`config.mk`:
```
export PLATFORM = sky130hd
export DESIGN_NAME = watchdog_reset_timer
export DESIGN_NICKNAME = d
export VERILOG_FILES = /design/src/pkg/watchdog_reset_timer_pkg.sv /design/src/pkg/wdt_counter_if.sv /design/src/rtl/watchdog_reset_timer.sv /design/src/rtl/wdt_up_counter.sv
export VERILOG_INCLUDE_DIRS = /design/src /design/src/pkg
export SDC_FILE = /design/constraint.sdc
export NUM_CORES = 1
export LEC_CHECK = 0
export ABC_AREA = 1
export BUFFER_PORTS_ARGS = -buffer_cell sky130_fd_sc_hd__buf_2
export CORE_MARGIN = 4
export CORE_UTILIZATION = 56
export CTS_CLUSTER_DIAMETER = 40
export DETAILED_ROUTE_END_ITERATION = 12
export PLACE_DENSITY = 0.93
export REMOVE_ABC_BUFFERS = 1
export SKIP_CTS_REPAIR_TIMING = 1
export SLEW_MARGIN = 15
export SYNTH_ARGS = -nofsm -noshare
export SYNTH_HDL_FRONTEND = slang
export SYNTH_SLANG_ARGS = --single-unit
```
`constraint.sdc`:
```
create_clock -name clk -period 6.7 [get_ports clk]
set_input_delay 1.34 -clock clk [delete_from_list [all_inputs] [get_ports clk]]
set_output_delay 1.34 -clock clk [all_outputs]
set_load 0.01 [all_outputs]
```
`src/pkg/watchdog_reset_timer_map.svh`:
```
// Purpose: Register map, field positions, reset values and counts of the watchdog reset timer.
// Assumes: Included by bare name; definitions only.
// Notes: Byte address of a register is four times its index.
`ifndef WATCHDOG_RESET_TIMER_MAP_SVH
`define WATCHDOG_RESET_TIMER_MAP_SVH

// ****************************************
// Register map
// ****************************************
`define WDT_ADDR_W 18
`define WDT_CTRL_INDEX 16'hfe79
`define WDT_RESTART_INDEX 16'hfe7a
`define WDT_CTRL_ADDR (18'(`WDT_CTRL_INDEX) << 2)
`define WDT_RESTART_ADDR (18'(`WDT_RESTART_INDEX) << 2)

// ****************************************
// Control register fields and values
// ****************************************
`define WDT_FLAG_BIT 7
`define WDT_TEST_BIT 6
`define WDT_RUN_BIT 5
`define WDT_STBY_HI 4
`define WDT_STBY_LO 3
`define WDT_SEL_HI 2
`define WDT_SEL_LO 0
`define WDT_KEEP_HI 4
`define WDT_CTRL_RESET 8'h00
`define WDT_RESTART_KEY 8'h55

// ****************************************
// Counts and bus answers
// ****************************************
`define WDT_BASE_COUNT 17'h00200
`define WDT_EXIT_GUARD 3'h4
`define WDT_RESP_OKAY 2'h0
`define WDT_RESP_SLVERR 2'h2

`endif

```
`src/pkg/watchdog_reset_timer_pkg.sv`:
```
// Purpose: Types and helpers shared by the watchdog reset timer modules.
// Assumes: The map header supplies all numbers.
// Notes: State of each module is one packed struct.
`include "watchdog_reset_timer_map.svh"

package watchdog_reset_timer_pkg;

    // ****************************************
    // Types
    // ****************************************
    typedef logic [1:0] axi_resp_type;

    typedef enum logic [1:0] {
        STBY_CONTINUE = 2'b00,
        STBY_STOP = 2'b01,
        STBY_HOLD = 2'b10,
        STBY_CONTINUE_ALT = 2'b11
    } standby_mode_type;

    typedef struct packed {
        logic [15:0] count;
        logic overflow;
    } counter_state_type;

    typedef struct packed {
        logic [7:0] ctrl;
        logic aw_held;
        logic [`WDT_ADDR_W-1:0] aw_addr;
        logic w_held;
        logic [31:0] w_data;
        logic [3:0] w_strb;
        logic bvalid;
        logic [1:0] bresp;
        logic rvalid;
        logic [31:0] rdata;
        logic [1:0] rresp;
        logic [2:0] rc_sync;
        logic [1:0] pin_sync;
        logic [1:0] por_sync;
        logic [1:0] lvd_sync;
        logic standby_prev;
        logic [2:0] exit_ticks;
        logic osc_keep;
        logic osc_en;
        logic wdt_reset;
    } control_state_type;

    // Last count before the selected terminal count is reached
    function automatic logic [15:0] terminal_last(input logic [2:0] sel);
        logic [16:0] span;
        span = `WDT_BASE_COUNT << sel;
        return span[15:0] - 16'h0001;
    endfunction : terminal_last

endpackage : watchdog_reset_timer_pkg

```
`src/pkg/wdt_counter_if.sv`:
```
// Purpose: Connection between the control logic and the up-counter.
// Assumes: Single clock domain.
// Notes: Overflow is a one-cycle pulse from a flip-flop.
`timescale 1ns/100ps

interface wdt_counter_if;
    logic tick;
    logic clear;
    logic [2:0] select;
    logic [15:0] count;
    logic overflow;

    modport control (output tick, output clear, output select, input count, input overflow);
    modport counter (input tick, input clear, input select, output count, output overflow);
endinterface : wdt_counter_if

```
`src/rtl/watchdog_reset_timer.sv`:
```
// Purpose: Watchdog reset timer with control register on an AXI4-Lite slave.
// Assumes: Low-speed oscillator clock and reset sources arrive asynchronously.
// Notes: Restart uses its own alias address; see handover.
`timescale 1ns/100ps
`include "watchdog_reset_timer_map.svh"

module watchdog_reset_timer (
    input wire logic clk,
    input wire logic rst,
    input wire logic [`WDT_ADDR_W-1:0] s_axi_awaddr,
    input wire logic s_axi_awvalid,
    output logic s_axi_awready,
    input wire logic [31:0] s_axi_wdata,
    input wire logic [3:0] s_axi_wstrb,
    input wire logic s_axi_wvalid,
    output logic s_axi_wready,
    output watchdog_reset_timer_pkg::axi_resp_type s_axi_bresp,
    output logic s_axi_bvalid,
    input wire logic s_axi_bready,
    input wire logic [`WDT_ADDR_W-1:0] s_axi_araddr,
    input wire logic s_axi_arvalid,
    output logic s_axi_arready,
    output logic [31:0] s_axi_rdata,
    output watchdog_reset_timer_pkg::axi_resp_type s_axi_rresp,
    output logic s_axi_rvalid,
    input wire logic s_axi_rready,
    input wire logic rc_clk_in,
    input wire logic external_reset_pin_n,
    input wire logic power_on_reset,
    input wire logic low_voltage_reset,
    input wire logic standby_active,
    output logic rc_osc_enable,
    output logic watchdog_reset
);
    import watchdog_reset_timer_pkg::*;

    localparam control_state_type RESET_STATE = '{exit_ticks: `WDT_EXIT_GUARD, pin_sync: 2'b11, default: '0};

    control_state_type state_q;
    control_state_type state_d;
    wdt_counter_if cnt_bus ();

    logic run;
    logic rc_edge;
    logic clear_all;
    logic write_fire;
    logic ctrl_write;
    logic restart;
    logic pause;
    logic standby_entry;
    standby_mode_type mode;

    // Map a byte address onto a register: 01 control, 10 restart alias, 00 unmapped
    function automatic logic [1:0] decode(input logic [`WDT_ADDR_W-1:0] a);
        logic [`WDT_ADDR_W-1:0] word;
        word = {a[`WDT_ADDR_W-1:2], 2'b00};
        if (word == `WDT_CTRL_ADDR) begin
            return 2'b01;
        end else if (word == `WDT_RESTART_ADDR) begin
            return 2'b10;
        end
        return 2'b00;
    endfunction : decode

    // ****************************************
    // Decoded events
    // ****************************************
    assign run = state_q.ctrl[`WDT_RUN_BIT];
    assign mode = standby_mode_type'(state_q.ctrl[`WDT_STBY_HI:`WDT_STBY_LO]);
    assign rc_edge = state_q.rc_sync[1] && !state_q.rc_sync[2];
    assign clear_all = !state_q.pin_sync[1] || state_q.por_sync[1] || state_q.lvd_sync[1];
    assign write_fire = state_q.aw_held && state_q.w_held && !state_q.bvalid;
    assign ctrl_write = write_fire && (decode(state_q.aw_addr) == 2'b01) && state_q.w_strb[0];
    assign restart = write_fire && (decode(state_q.aw_addr) == 2'b10) && state_q.w_strb[0]
                     && (state_q.w_data[7:0] == `WDT_RESTART_KEY) && run;
    assign pause = standby_active && ((mode == STBY_STOP) || (mode == STBY_HOLD));
    assign standby_entry = standby_active && !state_q.standby_prev;

    // Counter steering
    assign cnt_bus.tick = rc_edge && run && !pause;
    assign cnt_bus.clear = !run || restart;
    assign cnt_bus.select = state_q.ctrl[`WDT_SEL_HI:`WDT_SEL_LO];

    wdt_up_counter counter_inst (
        .clk(clk),
        .rst(rst),
        .bus(cnt_bus)
    );

    // ****************************************
    // Next state
    // ****************************************
    always_comb begin
        state_d = state_q;
        // Synchronisers for asynchronous inputs
        state_d.rc_sync = {state_q.rc_sync[1:0], rc_clk_in};
        state_d.pin_sync = {state_q.pin_sync[0], external_reset_pin_n};
        state_d.por_sync = {state_q.por_sync[0], power_on_reset};
        state_d.lvd_sync = {state_q.lvd_sync[0], low_voltage_reset};
        state_d.wdt_reset = 1'b0;

        // Write address and data are taken independently
        if (s_axi_awvalid && !state_q.aw_held) begin
            state_d.aw_held = 1'b1;
            state_d.aw_addr = s_axi_awaddr;
        end
        if (s_axi_wvalid && !state_q.w_held) begin
            state_d.w_held = 1'b1;
            state_d.w_data = s_axi_wdata;
            state_d.w_strb = s_axi_wstrb;
        end
        if (write_fire) begin
            state_d.aw_held = 1'b0;
            state_d.w_held = 1'b0;
            state_d.bvalid = 1'b1;
            state_d.bresp = (decode(state_q.aw_addr) == 2'b00) ? `WDT_RESP_SLVERR : `WDT_RESP_OKAY;
        end else if (s_axi_bready) begin
            state_d.bvalid = 1'b0;
        end

        // Read answer one cycle after the address is taken
        if (s_axi_arvalid && !state_q.rvalid) begin
            state_d.rvalid = 1'b1;
            state_d.rresp = (decode(s_axi_araddr) == 2'b00) ? `WDT_RESP_SLVERR : `WDT_RESP_OKAY;
            state_d.rdata = (decode(s_axi_araddr) == 2'b01) ? {24'h000000, state_q.ctrl} : 32'h00000000;
        end else if (s_axi_rready) begin
            state_d.rvalid = 1'b0;
        end

        // Control register: locked while running, restart alias stores nothing
        if (ctrl_write && !run) begin
            state_d.ctrl = state_q.w_data[7:0];
        end
        if (cnt_bus.overflow) begin
            state_d.ctrl = {1'b1, 1'b0, 1'b0, state_q.ctrl[`WDT_KEEP_HI:0]};
            state_d.wdt_reset = 1'b1;
        end
        if (clear_all) begin
            state_d.ctrl = `WDT_CTRL_RESET;
        end

        // Oscillator ticks seen since the last standby exit, saturating
        state_d.standby_prev = standby_active;
        if (!standby_active && state_q.standby_prev) begin
            state_d.exit_ticks = 3'h0;
        end else if (rc_edge && !standby_active && (state_q.exit_ticks < `WDT_EXIT_GUARD)) begin
            state_d.exit_ticks = state_q.exit_ticks + 3'h1;
        end

        // Early re-entry in hold mode leaves the oscillator running
        if (standby_entry) begin
            state_d.osc_keep = (mode == STBY_HOLD) && (state_q.exit_ticks < `WDT_EXIT_GUARD);
        end else if (!standby_active) begin
            state_d.osc_keep = 1'b0;
        end
        state_d.osc_en = state_d.ctrl[`WDT_RUN_BIT] && !(pause && !state_d.osc_keep);
    end

    // Register the state
    always_ff @(posedge clk or posedge rst) begin
        if (rst) begin
            state_q <= RESET_STATE;
        end else begin
            state_q <= state_d;
        end
    end

    // ****************************************
    // Outputs
    // ****************************************
    assign s_axi_awready = !state_q.aw_held;
    assign s_axi_wready = !state_q.w_held;
    assign s_axi_bvalid = state_q.bvalid;
    assign s_axi_bresp = state_q.bresp;
    assign s_axi_arready = !state_q.rvalid;
    assign s_axi_rvalid = state_q.rvalid;
    assign s_axi_rdata = state_q.rdata;
    assign s_axi_rresp = state_q.rresp;
    assign rc_osc_enable = state_q.osc_en;
    assign watchdog_reset = state_q.wdt_reset;

    // ****************************************
    // Checks
    // ****************************************
    property p_reset_source_clears;
        @(posedge clk) disable iff (rst)
        clear_all |=> state_q.ctrl == `WDT_CTRL_RESET;
    endproperty
    a_reset_source_clears: assert property (p_reset_source_clears) else $error("control not cleared");

    property p_keep_low_bits;
        @(posedge clk) disable iff (rst)
        cnt_bus.overflow && !clear_all |=> state_q.ctrl[4:0] == $past(state_q.ctrl[4:0]);
    endproperty
    a_keep_low_bits: assert property (p_keep_low_bits) else $error("low control bits lost");

    property p_locked;
        @(posedge clk) disable iff (rst)
        run && !cnt_bus.overflow && !clear_all |=> state_q.ctrl == $past(state_q.ctrl);
    endproperty
    a_locked: assert property (p_locked) else $error("control changed while running");

    property p_restart_clears;
        @(posedge clk) disable iff (rst)
        restart |=> cnt_bus.count == 16'h0000 ##1 (cnt_bus.count <= 16'h0001);
    endproperty
    a_restart_clears: assert property (p_restart_clears) else $error("restart did not clear");

    property p_no_stray_clear;
        @(posedge clk) disable iff (rst)
        run && !restart && !clear_all |=> (cnt_bus.count >= $past(cnt_bus.count)) || cnt_bus.overflow;
    endproperty
    a_no_stray_clear: assert property (p_no_stray_clear) else $error("counter cleared without cause");

    property p_osc_follows_run;
        @(posedge clk) disable iff (rst)
        !run && !ctrl_write |=> !rc_osc_enable;
    endproperty
    a_osc_follows_run: assert property (p_osc_follows_run) else $error("oscillator on while stopped");

    property p_overflow_effects;
        @(posedge clk) disable iff (rst)
        cnt_bus.overflow && !clear_all |=> state_q.ctrl[7] && !run && watchdog_reset ##1 !watchdog_reset;
    endproperty
    a_overflow_effects: assert property (p_overflow_effects) else $error("overflow effects missing");

    property p_idle_counter_zero;
        @(posedge clk) disable iff (rst)
        !run ##1 !run |-> cnt_bus.count == 16'h0000;
    endproperty
    a_idle_counter_zero: assert property (p_idle_counter_zero) else $error("counter not clear when idle");

    property p_write_stores;
        @(posedge clk) disable iff (rst)
        ctrl_write && !run && !clear_all |=> state_q.ctrl == $past(state_q.w_data[7:0]);
    endproperty
    a_write_stores: assert property (p_write_stores) else $error("unlocked write not stored");

    property p_standby_freeze;
        @(posedge clk) disable iff (rst)
        pause && run && !restart |=> cnt_bus.count == $past(cnt_bus.count);
    endproperty
    a_standby_freeze: assert property (p_standby_freeze) else $error("count moved in standby");

    property p_early_reentry;
        @(posedge clk) disable iff (rst)
        standby_entry && run && (mode == STBY_HOLD) && (state_q.exit_ticks < `WDT_EXIT_GUARD)
        && !cnt_bus.overflow && !clear_all |=> rc_osc_enable;
    endproperty
    a_early_reentry: assert property (p_early_reentry) else $error("oscillator stopped on early re-entry");

endmodule : watchdog_reset_timer

```
`src/rtl/wdt_up_counter.sv`:
```
// Purpose: 16-bit watchdog up-counter with selectable terminal count.
// Assumes: Tick is a one-cycle enable per low-speed oscillator edge.
// Notes: Clear has priority over counting.
`timescale 1ns/100ps

module wdt_up_counter (
    input wire logic clk,
    input wire logic rst,
    wdt_counter_if.counter bus
);
    import watchdog_reset_timer_pkg::*;

    counter_state_type state_q;
    counter_state_type state_d;
    logic [15:0] last;

    // ****************************************
    // Next state
    // ****************************************
    always_comb begin
        last = terminal_last(bus.select);
        state_d = state_q;
        state_d.overflow = 1'b0;
        if (bus.clear) begin
            state_d.count = 16'h0000;
        end else if (bus.tick) begin
            if (state_q.count == last) begin
                state_d.count = 16'h0000;
                state_d.overflow = 1'b1;
            end else begin
                state_d.count = state_q.count + 16'h0001;
            end
        end
    end

    // Register the state
    always_ff @(posedge clk or posedge rst) begin
        if (rst) begin
            state_q <= '0;
        end else begin
            state_q <= state_d;
        end
    end

    assign bus.count = state_q.count;
    assign bus.overflow = state_q.overflow;

    // ****************************************
    // Checks
    // ****************************************
    property p_tick_advance;
        @(posedge clk) disable iff (rst)
        bus.tick && !bus.clear && (bus.count != last) |=> bus.count == $past(bus.count) + 16'h0001;
    endproperty
    a_tick_advance: assert property (p_tick_advance) else $error("counter did not advance on tick");

    property p_terminal_match;
        @(posedge clk) disable iff (rst)
        bus.tick && !bus.clear && (bus.count == last) |=> bus.overflow && (bus.count == 16'h0000);
    endproperty
    a_terminal_match: assert property (p_terminal_match) else $error("overflow missed at terminal");

    property p_no_early_overflow;
        @(posedge clk) disable iff (rst)
        bus.overflow |-> $past(bus.count) == terminal_last($past(bus.select));
    endproperty
    a_no_early_overflow: assert property (p_no_early_overflow) else $error("overflow off terminal");

endmodule : wdt_up_counter

```
==> impl_results.md, run 1 <==
* Outcome: finished, final reports clean
* H-tree levels at 3
* Post-route setup TNS at 0 ns
* First-pass GRT wire length at 15400 um
* WP data required at 5.36 ns
* Commonest cells after routing, fill and taps aside: nand2_1 (98), dfrtp_1 (77), buf_2 (69)
* Num CTS Buffers at 9
* Layout Nets at 650
* Final worst setup slack at 4.37 ns
* Min Tclk post-route at 2.33 ns
* Most common library cell in the layout ignoring fill and taps: nand2_1
* Ratio of cells with drive above 1 in the final layout at 22.5%
* Ports at 127
* Pins Over Slew Limit at 0
* CTS tree: built
* Clk slew on worst S/H paths at 0.08 ns
* Global Route Usage Sum at 21.9%
* Post-synth top area share at 46.1%
* Row Count at 31
* Number of synthesized register bits at 80
* CTS Sinks at 80
* Mean Syn Cell Area at 8.31 um2
* Routed Wire Length at 9270 um
* Least-Margin Pin Slew at 0.973 ns
* Main synth FF type: dfrtp_1
* Drt pass-1 iters at 5
* Startpoint Class: register
* Skew-Pair Late Insertion Delay at 0.37 ns
* EDFF count, synth at 0
* Fin util at 64.9%
* CP max stage delay at 0.40 ns
* Die Footprint at 0.00891 mm2
* Post-DP HPWL at 6260 um
* RSZ-0062 raised after global routing: false
* Final Cycle Share at 34.7%
* Die Y at 94.4 um
* Pwr Total at 0.00137 W
* Max_cap viols at 0
* Worst Hold Class: register to register
* Post-Syn Instances at 503
* DR vias/cell at 5.38
* I/O Buffers at 69
* Yosys warning count at 0
* Multi-input logic area at 0.00173 mm2
* Pin count of the biggest net entering global routing at 81
* Die Width at 94.4 um
* Cell Pwr Density at 291 mW/mm2
* Critical-path top delay cell: dfrtp_1
* Placement Setup Slack at 4.18 ns
* WHS at 0.353 ns
* Routed Antenna Nets at 0
* Number of global-route vias before repair at 3571
* Initial antenna violation count at 0
* Final Hold Violating Endpoints at 0
* Yosys top cell by area: dfrtp_1
* Slew Limit Headroom at 35.2%
* Initial Util at 57.7%
* Register area share after synthesis at 48.0%
* Gr ovfl total at 0
* Post-synth ARST share at 100%
* Worst VDD drop at 0.000279 V
* Crit Path Max Fanout at 3
* Via count at 3591
* Fmax at 430 MHz
* Fillers at 567
* Core ar. at 0.00725 mm2
* Reg area at 0.00201 mm2
* DR iter-0 viols at 395
* WP buf/inv at 2
* Ranking of synthesized cells by area: dfrtp_1 (46%), nand2_1 (8.8%), buf_4 (6.6%)
* Worst path top cell family by delay: flip-flops
* Worst setup EP type: output pin
* Number of antenna diodes at 0
* Per-cell routed wire length at 13.9 um
* Longest Clk Path Bufs at 2
* Routability cong. at 0.940
* Worst endpoint data arrival time at 0.99 ns
* Area grow syn2layout at 12.6%
* Final Skew at 0.0139 ns
* Leakage power at 2.33 nW
* Clk root buf: clkbuf_8
* DRC viols at 0
* Crit path cell chain: inv_1, buf_2
* Mapped Area at 0.00418 mm2
* Distinct cells, synth at 33
* Crit Path Category: register to output pin
* Endpoints failing setup at 0
## where the power goes
group	leakage (nW)	total (W)	switching [W]	internal, W
Combinational	1.19	0.000256	0.000155	0.000102
Clock	0.136	0.000481	0.000191	0.000290
Sequential	1.01	0.000634	0.0000567	0.000577
Total	2.33	0.00137	0.000402	0.000969
## synthesized netlist by cell type (3+ instances only)
library cell / n
nand2_1: 98
dfrtp_1: 77
nor2_1: 65
inv_1: 46
nand3_1: 38
buf_4: 37
a21oi_1: 21
nand4_1: 21
inv_2: 13
mux2_2: 12
o21ai_0: 12
xor2_1: 7
nor3_1: 6
o21ai_1: 6
o31ai_1: 6
clkbuf_1: 5
buf_2: 4
o22ai_1: 4
dfstp_2: 3
ha_1: 3
nor2_2: 3
## worst reg2reg max path, cell delays in order (launching register included)
cell,delay [ns]
dfrtp_1,0.79
inv_2,0.12
nor3_4,0.32
inv_2,0.24
nor2_1,0.27
nand3_1,0.11
nand2_1,0.07
## registers in the layout (all words and copies together) (netlist names), 2 cells and up
| signal | count |
|---|---|
| counter_inst.bus.count | 16 |
| cnt_bus.select | 3 |
| state_q | 38 |
| mode | 2 |
| s_axi_rdata | 8 |
| state_d | 5 |
## path summary, 6_finish.rpt
kind	startpoint	endpoint	slack, ns	cells past startpoint
worst min register to register	state_d[10]	state_q[10]	0.35	0
min in group asynchronous	rst	state_d[8]	1.28	3
worst min-delay path	state_d[10]	state_q[10]	0.35	0
max in group asynchronous	rst	counter_inst.bus.count[3]	4.80	3
worst max register to register	run	counter_inst.bus.count[14]	4.72	6
worst max-delay path	state_q[109]	s_axi_awready	4.37	2
## cell families after synthesis
kind of cell / after synthesis / share of synthesized area, %
xor+xnor: 8 / 1.68
compound gates: 51 / 6.76
flops: 80 / 48.0
other cells: 1 / 0.0897
buf+inv: 106 / 13.0
simple gates: 242 / 26.4
mux: 12 / 3.23
fa+ha+maj: 3 / 0.898
## through the flow
stage                     cell area (um2)  instances
after floorplan                      3960        482
after global placement               4440        651
after detailed placement             4440        651
after CTS                            4710        667
after global routing                 4710        667
final                                4710        667
## cell type report
cell class                 instances  area share [%]
timing repair buffer              70            7.49
sequential                        80            42.6
clock buffer                       9            2.63
multi-input combinational        342            36.7
inverter                          60            4.78
tap                               99            2.63
clock inverter                     7            3.16
## metal layers
layer | share of wire (%) | vias to the layer above | global-route usage, %
li1 | - | 1692 | -
met1 | 39 | 1657 | 26.0
met2 | 48 | 204 | 36.9
met3 | 9.0 | 38 | 3.90
met4 | 3.9 | 0 | 13.4
met5 | 0 | - | 0
Power figures use the tool's default switching activity.
==> run 2: changes to the inputs <==
CORE_UTILIZATION = 52   (was 56)
PLACE_DENSITY = 0.88   (was 0.93)
clock period = 2.39 ns   (was 6.7 ns; I/O delays follow)
==> run 2 against run 1 <==
Count of clock-buffer cells in the layout is 1 higher. Setup slack worse by 3.7 ns. Wire length is 5.2% lower. Sequential power grew to 2.8 times the previous value. First-iteration DRC count is 27% lower. Sequential share of layout area is 0.24 points lower. Cell area is 0.56% higher. Utilization is 4.0 points lower. Die area is 7.0% higher. Worst hold slack worse by 0.15 ns. Flip-flop and latch count stayed put. Critical endpoint is now counter_inst.bus.count[13]. Largest cell class unchanged.
==> impl_results.md, run 2 (synthesized netlist as in run 1, its figures left out) <==
* P_sw at 0.00113 W (was 0.000402 W)
* Clk root buf: clkbuf_8 (unchanged)
* H-tree levels at 3 (unchanged)
* Die Footprint at 0.00954 mm2 (was 0.00891 mm2)
* Pins Over Slew Limit at 0 (unchanged)
* Die Y at 97.7 um (was 94.4 um)
* Worst endpoint data arrival time at 2.07 ns (was 0.99 ns)
* Worst Hold Class: input port to register (was register to register)
* Initial Util at 53.8% (was 57.7%)
* Row Count at 32 (was 31)
* Final Hold Violating Endpoints at 0 (unchanged)
* Routability cong. at 0.930 (was 0.940)
* Worst VDD drop at 0.000650 V (was 0.000279 V)
* CTS Sinks at 80 (unchanged)
* Routed Wire Length at 8780 um (was 9270 um)
* Number of antenna diodes at 0 (unchanged)
* Switching power share of the total at 30.7% (was 29.3%)
* Final Cycle Share at 73.9%
* First-pass GRT wire length at 14900 um (was 15400 um)
* Initial antenna violation count at 0 (unchanged)
* Least-Margin Pin Slew at 0.621 ns (was 0.973 ns)
* Max_cap viols at 0 (unchanged)
* Final worst setup slack at 0.623 ns (was 4.37 ns)
* WL met1 at 3720 um (was 3640 um)
* Fillers at 685 (was 567)
* Skew-Pair Late Insertion Delay at 0.36 ns (was 0.37 ns)
* Ports at 127 (unchanged)
* Via count at 3484 (was 3591)
* Largest Register: state_q (unchanged)
* CTS tree: built (unchanged)
* Worst setup EP type: register (was output pin)
* Crit path cell chain: inv_1, ha_1, nor2_1, nor3_4, inv_2, nor2_1, nand3_1, nand2_1 (was inv_1, buf_2)
* Fin util at 61.0% (was 64.9%)
* WHS at 0.203 ns (was 0.353 ns)
* Fmax at 566 MHz
* Crit Path Max Fanout at 24 (was 3)
* Combinational Power Share at 20.1% (was 18.7%)
* CP max stage delay at 0.33 ns (was 0.40 ns)
* Ratio of cells with drive above 1 in the final layout at 23.2% (was 22.5%)
* Metal2 WL at 4200 um (was 4430 um)
* RSZ-0062 raised after global routing: false (unchanged)
* Layout Nets at 656 (was 650)
* Worst R2R Path Depth at 8 (was 6)
* Num CTS Buffers at 9 (unchanged)
* Slew Limit Headroom at 58.5% (was 35.2%)
* Worst hold path stage count at 1 (was 0)
* WP data required at 2.69 ns (was 5.36 ns)
* Pin count of the biggest net entering global routing at 52 (was 81)
* Drt pass-1 iters at 5 (unchanged)
* Endpoints failing setup at 0 (unchanged)
* Post-DP HPWL at 6500 um (was 6260 um)
* Post-route setup TNS at 0 ns (unchanged)
* I/O Buffers at 69 (unchanged)
* Number of global-route vias before repair at 3284 (was 3571)
* Die Width at 97.7 um (was 94.4 um)
* DR iter-0 viols at 288 (was 395)
* Reg power frac at 48.3% (was 46.2%)
* Global Route Usage Sum at 18.8% (was 21.9%)
* Clk slew on worst S/H paths at 0.09 ns (was 0.08 ns)
* Leakage power at 2.35 nW (was 2.33 nW)
* P_int at 0.00255 W (was 0.000969 W)
* Longest Clk Path Bufs at 2 (unchanged)
* Most common library cell in the layout ignoring fill and taps: nand2_1 (unchanged)
* Core ar. at 0.00777 mm2 (was 0.00725 mm2)
* Per-cell routed wire length at 13.0 um (was 13.9 um)
* Critical-path top delay cell: dfrtp_1 (unchanged)
* Crit Path Category: register to register (was register to output pin)
* Startpoint Class: register (unchanged)
* Final Skew at 0.0139 ns (about the same)
* Area grow syn2layout at 13.2% (was 12.6%)
* Commonest cells after routing, fill and taps aside: nand2_1 (98), dfrtp_1 (77), buf_2 (69) (unchanged)
* Routed wl met3 at 690 um (was 835 um)
* Max reg flops at 38 (unchanged)
* Min Tclk post-route at 1.77 ns
* Cell Pwr Density at 777 mW/mm2 (was 291 mW/mm2)
* DR vias/cell at 5.15 (was 5.38)
* Clock share of power at 31.6% (was 35.1%)
* Outcome: finished, final reports clean (unchanged)
* DRC viols at 0 (unchanged)
* Crit-path most repeated cell: nor2_1
* Uppermost layer routed: met4 (unchanged)
* Gr ovfl total at 0 (unchanged)
* Routed Antenna Nets at 0 (unchanged)
* Placement Setup Slack at 0.695 ns (was 4.18 ns)
[run 2: cell count changes in the layout (fill, tap and decap cells not counted)]
cell           previous run  this run
dlygate4sd3_1             0         1
buf_4                     1         5
bufinv_16                 4         2
buf_12                    0         1
clkinv_4                  0         1
clkbuf_8                  9        10
[run 2: path summary, 6_finish.rpt]
kind / slack (ns) / from / end
max in group asynchronous: 1.31 / rst / state_q[5]
min in group asynchronous: 0.53 / rst / state_d[14]
max reg2reg: 0.62 / mode[0] / counter_inst.bus.count[13]
min reg2reg: 0.34 / state_d[14] / state_d[15]
min: 0.20 / external_reset_pin_n / state_d[12]
max: 0.62 / mode[0] / counter_inst.bus.count[13]
[run 2: through the flow]
| step | area (um2) | instances | total power (W) |
|---|---|---|---|
| 2_1_floorplan | 3960 | 482 | 0.00227 |
| 3_3_place_gp | 4490 | 659 | 0.00248 |
| 3_5_place_dp | 4490 | 659 | 0.00253 |
| 4_1_cts | 4720 | 675 | 0.00370 |
| 5_1_grt | 4730 | 676 | 0.00388 |
| 6_report | 4730 | 676 | 0.00368 |
[run 2: area by class of cell]
class | instances | area (um2) | area share [%]
Multi-Input combinational cell | 342 | 1730 | 36.5
Inverter | 60 | 225 | 4.76
Sequential cell | 80 | 2010 | 42.4
Clock inverter | 6 | 97.6 | 2.06
Tap cell | 102 | 128 | 2.70
Clock buffer | 10 | 138 | 2.91
Timing Repair Buffer | 76 | 413 | 8.72
[run 2: worst max-delay path, delay by kind of cell, from the launching register on]
family,cells,cell delay [ns]
DFF,1,0.33
adders and majority gates,1,0.31
buffers and inverters,2,0.31
and+or+nand+nor,5,0.75
[run 2: power groups by stage]
stage	logic, W	registers [W]	clock network [W]
2_1_floorplan	0.000507	0.00176	0
3_3_place_gp	0.000700	0.00178	0
3_5_place_dp	0.000733	0.00180	0
4_1_cts	0.000744	0.00178	0.00117
5_1_grt	0.000833	0.00181	0.00124
6_report	0.000740	0.00178	0.00116
[run 2: metal layers]
metal / vias to the layer above / track usage [%]
li1: 1703 / -
met5: - / 0
met1: 1620 / 24.5
met2: 143 / 30.0
met4: 0 / 7.03
met3: 18 / 5.10
==> run 3: changes to the inputs <==
clock period = 1.8 ns   (was 2.39 ns; I/O delays follow)
==> run 3 against run 2 <==
The flow now finishes with violations (negative hold slack). Global-route usage is 0.59 points higher. Sequential share of layout area is 0.067 points lower. Utilization is 0.097 points higher. Combinational power is 32% higher. Highest routed layer unchanged.
==> impl_results.md, run 3 (synthesized netlist as in run 1, its figures left out) <==
* Drt pass-1 iters at 4 (was 5)
* Via count at 3447 (was 3484)
* Initial antenna violation count at 0 (unchanged)
* Reg2reg start: mode[0] (unchanged)
* Outcome: finished, violations left (was finished, final reports clean)
* Num CTS Buffers at 9 (unchanged)
* Crit Path Category: register to register (unchanged)
* Pins Over Slew Limit at 0 (unchanged)
* Endpoints failing setup at 0 (unchanged)
* Per-cell routed wire length at 13.0 um (about the same)
* Area grow syn2layout at 13.4% (was 13.2%)
* Fmax at 597 MHz (was 566 MHz)
* Slew Limit Headroom at 59.9% (was 58.5%)
* Number of global-route vias before repair at 3410 (was 3284)
* Ratio of cells with drive above 1 in the final layout at 24.3% (was 23.2%)
* Routed Wire Length at 8820 um (was 8780 um)
* Max_cap viols at 0 (unchanged)
* Clk root buf: clkbuf_8 (unchanged)
* DR vias/cell at 5.08 (was 5.15)
* Worst path top cell family by delay: simple AND/OR/NAND/NOR gates (unchanged)
* First-pass GRT wire length at 15200 um (was 14900 um)
* Finished Cell Area at 0.00474 mm2 (was 0.00473 mm2)
* Final Skew at 0.00672 ns (was 0.0139 ns)
* Startpoint Class: register (unchanged)
* Routability cong. at 0.882 (was 0.930)
* WP buf/inv at 3 (was 2)
* CTS tree: built (unchanged)
* Die Width at 97.7 um (unchanged)
* Cell Pwr Density at 962 mW/mm2 (was 777 mW/mm2)
* Skew-Pair Late Insertion Delay at 0.36 ns (about the same)
* Post-route setup TNS at 0 ns (unchanged)
* Final Hold Violating Endpoints at 13 (was 0)
* Clk slew on worst S/H paths at 0.09 ns (about the same)
* Worst setup EP type: register (unchanged)
* Pin count of the biggest net entering global routing at 25 (was 52)
* Worst endpoint data arrival time at 1.93 ns (was 2.07 ns)
* Critical-path top delay cell: dfrtp_1 (unchanged)
* Commonest cells after routing, fill and taps aside: nand2_1 (98), dfrtp_1 (77), buf_2 (69) (unchanged)
* Gr ovfl total at 0 (unchanged)
* Row Count at 32 (unchanged)
* Max reg flops at 38 (unchanged)
* DR iter-0 viols at 257 (was 288)
* Crit path launch: mode[0] (unchanged)
* Most common library cell in the layout ignoring fill and taps: nand2_1 (unchanged)
* Largest Register: state_q (unchanged)
* Ports at 127 (unchanged)
* WP data required at 2.06 ns (was 2.69 ns)
* Global Route Usage Sum at 19.4% (was 18.8%)
* Crit path cell chain: inv_1, ha_1, nor2_1, nor3_4, buf_12, inv_6, a21oi_1, nand4_1, nand2_1 (was inv_1, ha_1, nor2_1, nor3_4, inv_2, nor2_1, nand3_1, nand2_1)
* Placed Area at 0.00452 mm2 (was 0.00449 mm2)
* Initial Util at 53.8% (unchanged)
* CTS Sinks at 80 (unchanged)
* Die Y at 97.7 um (unchanged)
* Least-Margin Pin Slew at 0.600 ns (was 0.621 ns)
* Worst Hold Class: input port to async pin (was input port to register)
* Core ar. at 0.00777 mm2 (unchanged)
* H-tree levels at 3 (unchanged)
* WHS at -0.00946 ns (was 0.203 ns)
* DRC viols at 0 (unchanged)
* Leakage power at 2.34 nW (was 2.35 nW)
* Post-DP HPWL at 6690 um (was 6500 um)
* Number of antenna diodes at 0 (unchanged)
* Layout Nets at 659 (was 656)
* Failing checks: negative hold slack
* CP max stage delay at 0.38 ns (was 0.33 ns)
* Longest Clk Path Bufs at 2 (unchanged)
* Pwr Total at 0.00456 W (was 0.00368 W)
* I/O Buffers at 69 (unchanged)
* Final Cycle Share at 93.0% (was 73.9%)
* Min Tclk post-route at 1.67 ns (was 1.77 ns)
* Die Footprint at 0.00954 mm2 (unchanged)
* Crit Path Max Fanout at 24 (unchanged)
* Worst VDD drop at 0.000922 V (was 0.000650 V)
* Routed Antenna Nets at 0 (unchanged)
## run 3: cell count changes in the layout (fill, tap and decap cells not counted), sizes merged
| cell | delta |
|---|---|
| clkinvlp | +1 |
| inv | -1 |
| clkinv | +1 |
| bufinv | -2 |
| dlygate4sd3 | -1 |
| clkbuf | +1 |
| buf | +4 |
## run 3: per-stage QoR
stage	std cells	util [%]	setup slack, ns
6_report	679	61.1	0.125
4_1_cts	678	60.6	0.0308
5_1_grt	679	61.1	-0.00855
3_3_place_gp	662	58.2	0.122
2_1_floorplan	482	-	-0.607
3_5_place_dp	662	58.2	0.0591
## run 3: layout make-up
class                      instances  area, um2
sequential                        80       2010
timing repair buffer              79        458
clock buffer                      11        141
tap                              102        128
clock inverter                     5       38.8
inverter                          60        230
multi-input combinational        342       1740
fill                             664       3030
## run 3: report_power, final
part	internal, W	switching, W
logic	0.000403	0.000576
registers	0.00215	0.000194
clock network	0.000549	0.000691
total	0.00310	0.00146
## run 3: metal layers
layer,GRT usage [%],part of all wire (%),wire length [um]
met1,24.5,43,3760
met2,31.5,48,4190
met3,5.24,7.9,699
met4,7.99,1.9,171
met5,0,0,0
## run 3: path summary, 6_finish.rpt
check / end / cells past startpoint / slack (ns)
setup / recovery: counter_inst.bus.count[8] / 9 / 0.13
hold / removal: state_q[8] / 2 / -0.009
setup reg to reg: counter_inst.bus.count[8] / 9 / 0.13
hold reg to reg: state_q[8] / 0 / 0.35
max in group asynchronous: state_q[5] / 3 / 1.23
min in group clk: state_d[12] / 1 / 0.09
